**src/rtl/occ_regs.svh**
```systemverilog
// Purpose: register codes, reset values and field masks of the channel block
// Assumes: included by bare name from every design file
// Notes: write masks keep fixed bits at their documented levels
`ifndef OCC_REGS_SVH
`define OCC_REGS_SVH

`define OCC_NCH 10
`define OCC_REG_W 12
`define OCC_SEL_A_CH 6

`define OCC_ADDR_ON_BITS 2'h0
`define OCC_ADDR_SEL_A 2'h1
`define OCC_ADDR_SEL_B 2'h2
`define OCC_ADDR_PAIR 2'h3

`define OCC_RST_ON_BITS 12'hC00
`define OCC_RST_SEL_A 12'hAAA
`define OCC_RST_SEL_B 12'h0AA
`define OCC_RST_PAIR 12'h000

`define OCC_WMASK_ON_BITS 12'h3FF
`define OCC_FIXED_ON_BITS 12'hC00
`define OCC_WMASK_SEL_A 12'hFFF
`define OCC_WMASK_SEL_B 12'h0FF
`define OCC_WMASK_PAIR 12'h0F7

`define OCC_SEL_INPUT 2'h2
`define OCC_SEL_AND 2'h3
`define OCC_SEL_PIN_BIT 1

`endif

```
**src/rtl/occ_pkg.sv**
```systemverilog
// Purpose: types shared by the channel control block
// Assumes: constants come from occ_regs.svh
// Notes: all block state except the reset synchronizer lives in one packed struct
`include "occ_regs.svh"
package occ_pkg;
    typedef logic [1:0] occ_sel_t;
    typedef logic [`OCC_REG_W-1:0] occ_reg_t;
    typedef logic [`OCC_NCH-1:0] occ_chan_t;

    typedef struct packed {
        occ_reg_t on_bits;
        occ_reg_t sel_a;
        occ_reg_t sel_b;
        occ_reg_t pair;
        logic cs_n_prev;
        occ_chan_t drive;
        occ_chan_t pin_feedback;
        occ_chan_t diag;
    } occ_state_s;
endpackage : occ_pkg

```
**src/rtl/occ_chan_mux.sv**
```systemverilog
// Purpose: drive decision of one output channel from its selected source
// Assumes: selector, on bit and pin are synchronous to the clock
// Notes: purely combinational, registered by the caller
`include "occ_regs.svh"
module occ_chan_mux
    import occ_pkg::*;
(
    input wire occ_sel_t i_sel,
    input wire logic i_on,
    input wire logic i_pin,
    output logic o_drive
);
    always_comb
    begin
        o_drive = i_on;
        if (i_sel == `OCC_SEL_INPUT)
        begin
            o_drive = i_pin;
        end
        else if (i_sel == `OCC_SEL_AND)
        begin
            o_drive = i_on & i_pin;
        end
    end
endmodule : occ_chan_mux

```
**src/rtl/occ_top.sv**
```systemverilog
// Purpose: output channel drive control for ten low-side channels
// Assumes: register writes arrive already decoded from the serial frames
// Notes: fixed register bits ignore writes and always read back fixed
`include "occ_regs.svh"
module occ_top
    import occ_pkg::*;
(
    input wire logic i_mclk,
    input wire logic i_resetn,
    input wire logic i_wr_en,
    input wire logic [1:0] i_wr_addr,
    input wire occ_reg_t i_wr_data,
    input wire occ_chan_t i_channel_input_pin,
    input wire logic i_cs_n,
    input wire occ_chan_t i_fault,
    output occ_chan_t o_output_channel,
    output occ_reg_t o_channel_on_bit,
    output occ_reg_t o_drive_source_bank_a,
    output occ_reg_t o_drive_source_bank_b,
    output occ_reg_t o_pair_enable,
    output occ_chan_t o_pin_feedback,
    output occ_chan_t o_diag
);
    logic [1:0] rst_sync_q;
    logic rst_n;
    occ_state_s st_q;
    occ_state_s st_d;
    occ_chan_t own_drive;
    occ_chan_t paired_drive;
    logic [`OCC_NCH-1:0] link;
    logic [2*`OCC_NCH-1:0] sel_all;

    // reset held until two clean edges after release
    always_ff @(posedge i_mclk or negedge i_resetn)
    begin
        if (!i_resetn)
        begin
            rst_sync_q <= 2'h0;
        end
        else
        begin
            rst_sync_q <= {rst_sync_q[0], 1'b1};
        end
    end
    assign rst_n = rst_sync_q[1];

    // channels 1-6 in bank a, 7-10 in bank b low byte
    assign sel_all = {st_q.sel_b[7:0], st_q.sel_a};
    // link[i] ties channel i to channel i-1; no link across groups
    assign link = {st_q.pair[7:5], 1'b0, st_q.pair[4], 1'b0,
                   st_q.pair[2:0], 1'b0};

    genvar gi;
    generate
        for (gi = 0; gi < `OCC_NCH; gi++)
        begin : g_chan
            occ_chan_mux u_mux (
                .i_sel(sel_all[2*gi+1:2*gi]),
                .i_on(st_q.on_bits[gi]),
                .i_pin(i_channel_input_pin[gi]),
                .o_drive(own_drive[gi])
            );
            if (gi == 0)
            begin : g_first
                assign paired_drive[gi] = own_drive[gi];
            end
            else
            begin : g_rest
                // chained pairs follow the lowest channel of the gang
                assign paired_drive[gi] = link[gi] ? paired_drive[gi-1]
                                                   : own_drive[gi];
            end
        end
    endgenerate

    always_comb
    begin
        st_d = st_q;
        if (i_wr_en)
        begin
            case (i_wr_addr)
                `OCC_ADDR_ON_BITS:
                    st_d.on_bits = (i_wr_data & `OCC_WMASK_ON_BITS)
                                   | `OCC_FIXED_ON_BITS;
                `OCC_ADDR_SEL_A:
                    st_d.sel_a = i_wr_data & `OCC_WMASK_SEL_A;
                `OCC_ADDR_SEL_B:
                    st_d.sel_b = i_wr_data & `OCC_WMASK_SEL_B;
                `OCC_ADDR_PAIR:
                    st_d.pair = i_wr_data & `OCC_WMASK_PAIR;
                default:
                    st_d = st_q;
            endcase
        end
        st_d.drive = paired_drive;
        st_d.cs_n_prev = i_cs_n;
        if (st_q.cs_n_prev && !i_cs_n)
        begin
            for (int i = 0; i < `OCC_NCH; i++)
            begin
                // serial channels report their on bit instead
                st_d.pin_feedback[i] = sel_all[2*i+`OCC_SEL_PIN_BIT]
                    ? i_channel_input_pin[i] : st_q.on_bits[i];
            end
        end
        // no merging with the partner: mismatch stays visible
        st_d.diag = i_fault;
    end

    always_ff @(posedge i_mclk or negedge rst_n)
    begin
        if (!rst_n)
        begin
            st_q <= '0;
            st_q.on_bits <= `OCC_RST_ON_BITS;
            st_q.sel_a <= `OCC_RST_SEL_A;
            st_q.sel_b <= `OCC_RST_SEL_B;
            st_q.pair <= `OCC_RST_PAIR;
            st_q.cs_n_prev <= 1'b1;
        end
        else
        begin
            st_q <= st_d;
        end
    end

    assign o_output_channel = st_q.drive;
    assign o_channel_on_bit = st_q.on_bits;
    assign o_drive_source_bank_a = st_q.sel_a;
    assign o_drive_source_bank_b = st_q.sel_b;
    assign o_pair_enable = st_q.pair;
    assign o_pin_feedback = st_q.pin_feedback;
    assign o_diag = st_q.diag;
endmodule : occ_top

```
**config.mk**
```make
export PLATFORM = sky130hd
export DESIGN_NAME = occ_top
export DESIGN_NICKNAME = d
export VERILOG_FILES = /design/src/rtl/occ_pkg.sv /design/src/rtl/occ_chan_mux.sv /design/src/rtl/occ_top.sv
export VERILOG_INCLUDE_DIRS = /design/src /design/src/rtl
export SDC_FILE = /design/constraint.sdc
export NUM_CORES = 1
export LEC_CHECK = 0
export BUFFER_PORTS_ARGS = -buffer_cell sky130_fd_sc_hd__buf_2
export CAP_MARGIN = 20
export CORE_MARGIN = 4
export CORE_UTILIZATION = 51
export DETAILED_ROUTE_END_ITERATION = 6
export PLACE_DENSITY = 0.81
export SETUP_SLACK_MARGIN = 0.3
export SKIP_CTS_REPAIR_TIMING = 1
export SYNTH_ARGS = -nofsm -noshare
export SYNTH_HDL_FRONTEND = slang
export SYNTH_HIERARCHICAL = 1
export SYNTH_SLANG_ARGS = --single-unit
export TNS_END_PERCENT = 30
```
**constraint.sdc**
```tcl
create_clock -name i_mclk -period 6.4 [get_ports i_mclk]
set_input_delay 0.64 -clock i_mclk [delete_from_list [all_inputs] [get_ports i_mclk]]
set_output_delay 0.64 -clock i_mclk [all_outputs]
set_load 0.05 [all_outputs]
```
After elaboration in Yosys (flattened, before gate mapping)
Cells that the tools add are included. Widths: inputs -> output; s select.

Add/subtract/negate cells: 0. $mul: 0. Divide/modulo/power cells: 0. Order comparisons: 0. Equal/unequal tests: 23. Shift-type cells: 0. Mux-type cells: 38. Bitwise gates (word level): 10. Reductions and logical operators: 7.

Operator list (count): $eq 2x2->1 const B (22); $mux 1 (37); $and 1x1->1 (10); $mux 10 (1); $reduce_and 2->1 (4); $eq 2x1->1 const B (1); $logic_not 2->1 (1); $logic_and 1x1->1 (1); $logic_not 1->1 (1).

Flip-flop bits (word level): 70. Latch bits: 0. Bits in writable memories: 0. Bits in read-only memories: 0. Bits of input ports: 38. Output and inout bits: 78. Logic and storage cells: 87. Memories: 0.

Logic depth before layout (Yosys ltp)
Word-level depth: 6. Mapped depth: 4. Depth with buffers taken out: 4.

Hierarchy
The synthesis kept the hierarchy.

Modules (own cells, without submodules): occ_top (instances 1, cells an instance 232, area an instance 3196.8 µm², seq. area each 1765.4 µm²); occ_chan_mux (instances 10, cells an instance 3, area an instance 18.8 µm², seq. area each 0.0 µm²).

Worst setup path before layout
No wires, ideal clock.

Kind: input to register. Start: input i_wr_addr[0]. End: register st_q, in the netlist o_channel_on_bit[0]. Library setup time: 0.125 ns. Arrival time: 1.289 ns. Required time: 6.275 ns. Setup slack: 4.986 ns. Stages on the path: 3. Buffers on the path: 1. Cells stage by stage: nor3b_2 buf_6 mux2_2.

Longest elaborated chain between the ends: 2.

Ends and longest elaborated chain: from (decl) (RTL line occ_top.sv:11) `input wire logic [1:0] i_wr_addr,`; $logic_not 2->1 (RTL line occ_top.sv:81) `case (i_wr_addr)`; $reduce_and 2->1 (no source line); to (signal assigned) (RTL line occ_top.sv:123) `st_q <= st_d;`; to (decl) (RTL line occ_top.sv:26) `occ_state_s st_q;`.

Every way passes these cells. A chain may end at the register's enable or synchronous reset.

Worst setup path in the final report
Start: register st_q[30] (netlist name). End: register st_q, in the netlist o_pin_feedback[1].

Longest elaborated chain between the ends: 1.

Ends and longest elaborated chain: $logic_and 1x1->1 (RTL line occ_top.sv:97) `if (st_q.cs_n_prev && !i_cs_n)`.

Every way passes these cells.

==> metrics.txt <==
# TYPE chip_impl_metric gauge
chip_impl_metric{name="combPwrFrac",unit="%"} 38.9
chip_impl_metric{name="rows",unit=""} 29
chip_impl_metric{name="setup_tns",unit="ns"} 0
chip_impl_metric{name="route.detailed.wl_per_inst",unit="um"} 16.02
chip_impl_metric{name="nNetsFinal",unit=""} 345
chip_impl_metric{name="worst-path-max-fanout",unit=""} 10
chip_impl_metric{name="clock_latency",unit="ns"} 0.33
chip_impl_metric{name="post_dp_cell_area",unit="um^2"} 3432
chip_impl_metric{name="synth-seq-area-share",unit="%"} 52.16
chip_impl_metric{name="ff2ff_path_depth",unit=""} 2
chip_impl_info{name="synth_largest_area_cell",value="dfrtp_1"} 1
chip_impl_metric{name="max_slew_margin",unit="%"} 29.25
chip_impl_metric{name="timing.final.hold_violations",unit=""} 0
chip_impl_metric{name="power",unit="mW"} 1.529
chip_impl_info{name="critical-path-top-delay-family",value="simple AND/OR/NAND/NOR gates"} 1
chip_impl_metric{name="synth-async-reset-ratio",unit="%"} 100.0
chip_impl_metric{name="globalRouteTotalUtil",unit="%"} 16.42
chip_impl_metric{name="drt.antenna.violating_nets",unit=""} 0
chip_impl_metric{name="max_clock_freq",unit="MHz"} 535.2
chip_impl_metric{name="drtPass1Iterations",unit=""} 5
chip_impl_metric{name="yosys_warnings",unit=""} 6
chip_impl_info{name="status",value="finished, final reports clean"} 1
chip_impl_metric{name="sequential_cell_area",unit="um^2"} 1767
chip_impl_metric{name="synth_enable_flop_cells",unit=""} 0
chip_impl_metric{name="clk_pin_slew_worst_paths",unit="ns"} 0.07
chip_impl_info{name="worst_flop_to_flop_path_endpoint",value="o_pin_feedback[1]"} 1
chip_impl_metric{name="timing.final.setup_violations",unit=""} 0
chip_impl_metric{name="grt_pass1_vias",unit=""} 1930
chip_impl_metric{name="finalCriticalPeriod",unit="ns"} 1.869
chip_impl_metric{name="cp.required",unit="ns"} 6.62
chip_impl_info{name="cp-end-kind",value="flop"} 1
chip_impl_metric{name="buffer_ports.inserted",unit=""} 104
chip_impl_metric{name="worst-endpoint-arrival",unit="ns"} 2.09
chip_impl_info{name="timing.critical_path.from_type",value="flop"} 1
chip_impl_metric{name="drive_above_1_share",unit="%"} 61.86
chip_impl_metric{name="reg2reg_slack",unit="ns"} 4.53
chip_impl_metric{name="place_congestion",unit=""} 0.6943
chip_impl_metric{name="drt_first_iter_violations",unit=""} 56
chip_impl_metric{name="power.ir.vdd_worst",unit="mV"} 0.2953
chip_impl_metric{name="power_per_cell_area",unit="nW/um^2"} 423.2
chip_impl_metric{name="drc",unit=""} 0
chip_impl_metric{name="power.switching",unit="mW"} 0.6476
chip_impl_info{name="crit_path_cell_trace",value="nor2b_1 -> mux2_2"} 1
chip_impl_metric{name="syn_area_per_cell",unit="um^2"} 12.92
chip_impl_metric{name="cts-htree-levels",unit=""} 3
chip_impl_metric{name="worst_slew_pin_slew",unit="ns"} 1.059
chip_impl_metric{name="cts-root-to-sink-buffers",unit=""} 2
chip_impl_metric{name="yosys_register_bits",unit=""} 70
chip_impl_metric{name="postLayoutCellArea",unit="um^2"} 3613
chip_impl_metric{name="post-synth-top-area-fraction",unit="%"} 43.62
chip_impl_metric{name="height_of_the_chip",unit="um"} 89.47
chip_impl_metric{name="core_area",unit="um^2"} 6386
chip_impl_info{name="post_synth_main_area_contributors",value="dfrtp_1 44%, mux2_2 19%, buf_4 17%"} 1
chip_impl_metric{name="routed_via_count",unit=""} 1914
chip_impl_metric{name="grt_start_max_net_pins",unit=""} 53
chip_impl_metric{name="power.clock.fraction",unit="%"} 21.6
chip_impl_info{name="cts_tree",value="done"} 1
chip_impl_metric{name="final.setup_skew",unit="ns"} 0.004819
chip_impl_metric{name="boundaryPins",unit=""} 116
chip_impl_metric{name="synthDistinctLibCells",unit=""} 22
chip_impl_info{name="synthTopCellsByCount",value="78 x buf_4, 59 x dfrtp_1, 58 x mux2_2"} 1
chip_impl_metric{name="slew_viol_final",unit=""} 0
chip_impl_metric{name="p_int",unit="mW"} 0.8818
chip_impl_metric{name="postSynthCellCount",unit=""} 262
chip_impl_info{name="timing.critical_path.slowest_stage_cell",value="nor2b_1"} 1
chip_impl_metric{name="post-dp-hpwl",unit="mm"} 4.683
chip_impl_metric{name="overflow",unit=""} 0
chip_impl_metric{name="p_leak",unit="nW"} 1.785
chip_impl_metric{name="fin_util",unit="%"} 56.58
chip_impl_metric{name="floorplan.die.width",unit="um"} 89.47
chip_impl_info{name="worstReg2RegStart",value="st_q[30]"} 1
chip_impl_metric{name="switching_share",unit="%"} 42.35
chip_impl_metric{name="max_stage_delay",unit="ns"} 0.82
chip_impl_info{name="clock_tree.root_cell",value="clkbuf_8"} 1
chip_impl_metric{name="period_share",unit="%"} 29.20
chip_impl_metric{name="dieArea",unit="um^2"} 8004
chip_impl_metric{name="antenna_violations_before_repair",unit=""} 0
chip_impl_metric{name="per_cell_via_count_in_the_routed_design",unit=""} 4.920
chip_impl_metric{name="antenna_cells",unit=""} 0
chip_impl_info{name="synth_top_flop_cell",value="dfrtp_1"} 1
chip_impl_metric{name="critical_path.n_buffers_inverters",unit=""} 0
chip_impl_metric{name="starting_density_of_the_core",unit="%"} 53.00
chip_impl_metric{name="fillCellCount",unit=""} 577
chip_impl_metric{name="route.final.wire_length",unit="mm"} 6.232
chip_impl_metric{name="synth_area",unit="um^2"} 3384
chip_impl_info{name="rsz0062_at_grt",value="no"} 1
chip_impl_metric{name="max-cap-violations",unit=""} 0
chip_impl_metric{name="cts.sinks",unit=""} 70
chip_impl_info{name="min_path_type",value="input pin to async pin"} 1
chip_impl_metric{name="grt_pass1_wl",unit="mm"} 9.611
chip_impl_metric{name="p_seq_share",unit="%"} 39.5
chip_impl_info{name="timing.setup.critical_path_class",value="flop to flop"} 1
chip_impl_metric{name="multiInputGateArea",unit="um^2"} 996.0
chip_impl_metric{name="cts_buffers",unit=""} 9
chip_impl_metric{name="synthToLayoutAreaGrowth",unit="%"} 6.765
chip_impl_info{name="synth.most_common_cell",value="buf_4"} 1
## layout make-up
cell class / instances / share of cell area, %
Inverter: 12 / 1.247
Timing Repair Buffer: 105 / 14.61
Multi-Input combinational cell: 109 / 27.56
Clock inverter: 5 / 1.385
Clock buffer: 11 / 3.636
Tap cell: 77 / 2.666
Sequential cell: 70 / 48.89
## worst reg2reg max path: cells and delay by family, from the launching register on
| kind | cells | cell delay [ns] |
|---|---|---|
| multiplexers | 1 | 0.42 |
| AND/OR/NAND/NOR | 1 | 0.82 |
| flip-flops | 1 | 0.51 |
## metal layers
metal / up-vias / routed length (um) / track usage (%)
met4: 0 / 114 / 7.307
li1: 873 / - / -
met1: 939 / 2659 / 21.02
met3: 12 / 667 / 6.175
met2: 90 / 2791 / 24.85
met5: - / 0 / 0
## power by group through the flow
stage	logic [mW]	registers (mW)	clock network [mW]
final	0.595	0.604	0.331
after detailed placement	0.600	0.613	0
after CTS	0.601	0.605	0.344
after global routing	0.625	0.618	0.360
after floorplan	0.602	0.599	0
after global placement	0.594	0.608	0
## worst max path at each step
stage,from,end,slack (ns),cells past startpoint
2_1_floorplan,rst_sync_q[1],o_channel_on_bit[0],4.33,0
3_3_place_gp,i_cs_n,o_pin_feedback[3],4.34,3
3_5_place_dp,i_cs_n,o_pin_feedback[1],4.27,3
4_1_cts,st_q[30],o_pin_feedback[1],4.51,2
5_1_grt,st_q[30],o_pin_feedback[4],4.48,2
6_report,st_q[30],o_pin_feedback[1],4.53,2
## registers in the layout, indices dropped and copies added (netlist names)
| name | flops |
|---|---|
| o_output_channel | 10 |
| o_pair_enable | 7 |
| o_drive_source_bank_a | 12 |
| o_pin_feedback | 10 |
| st_q | 1 |
| rst_sync_q | 2 |
| o_channel_on_bit | 10 |
| o_drive_source_bank_b | 8 |
| o_diag | 10 |
## layout by cell type, fill, tap and decap left out
cell type / Yosys / routed
nand3_2: 1 / 1
dfrtp_2: 0 / 1
clkbuf_1: 0 / 2
buf_4: 78 / 1
nand3b_4: 1 / 1
nand3b_2: 1 / 1
a2bb2oi_1: 10 / 10
nand3b_1: 2 / 2
o211ai_1: 2 / 2
dfrtp_1: 59 / 58
nor3b_2: 1 / 1
dfstp_2: 11 / 11
nand2b_1: 2 / 2
bufinv_16: 0 / 1
conb_1: 2 / 12
inv_1: 12 / 12
a21oi_1: 2 / 2
nor2b_1: 11 / 11
buf_2: 1 / 104
clkinv_2: 0 / 4
clkbuf_8: 1 / 9
mux2i_1: 2 / 2
nor2_1: 2 / 2
nand2_1: 2 / 2
mux2_2: 58 / 58
## cell families after synthesis
family | after synthesis | share of synthesized area, %
AO/OA/AOI/OAI | 14 | 3.327
buffers and inverters | 93 | 19.52
flip-flops | 70 | 52.16
multiplexers | 60 | 19.89
other | 2 | 0.2219
AND/OR/NAND/NOR | 23 | 4.880
## per-stage QoR
stage	instances	hold slack (ns)	worst slack (ns)
CTS	389	0.05220	4.513
global placement	373	0.1901	4.343
detailed placement	373	0.1993	4.274
floorplan	272	0.3312	4.326
global route	389	0.05465	4.476
finish	389	0.07366	4.531
Note: power is estimated with default switching activity, not from simulation.
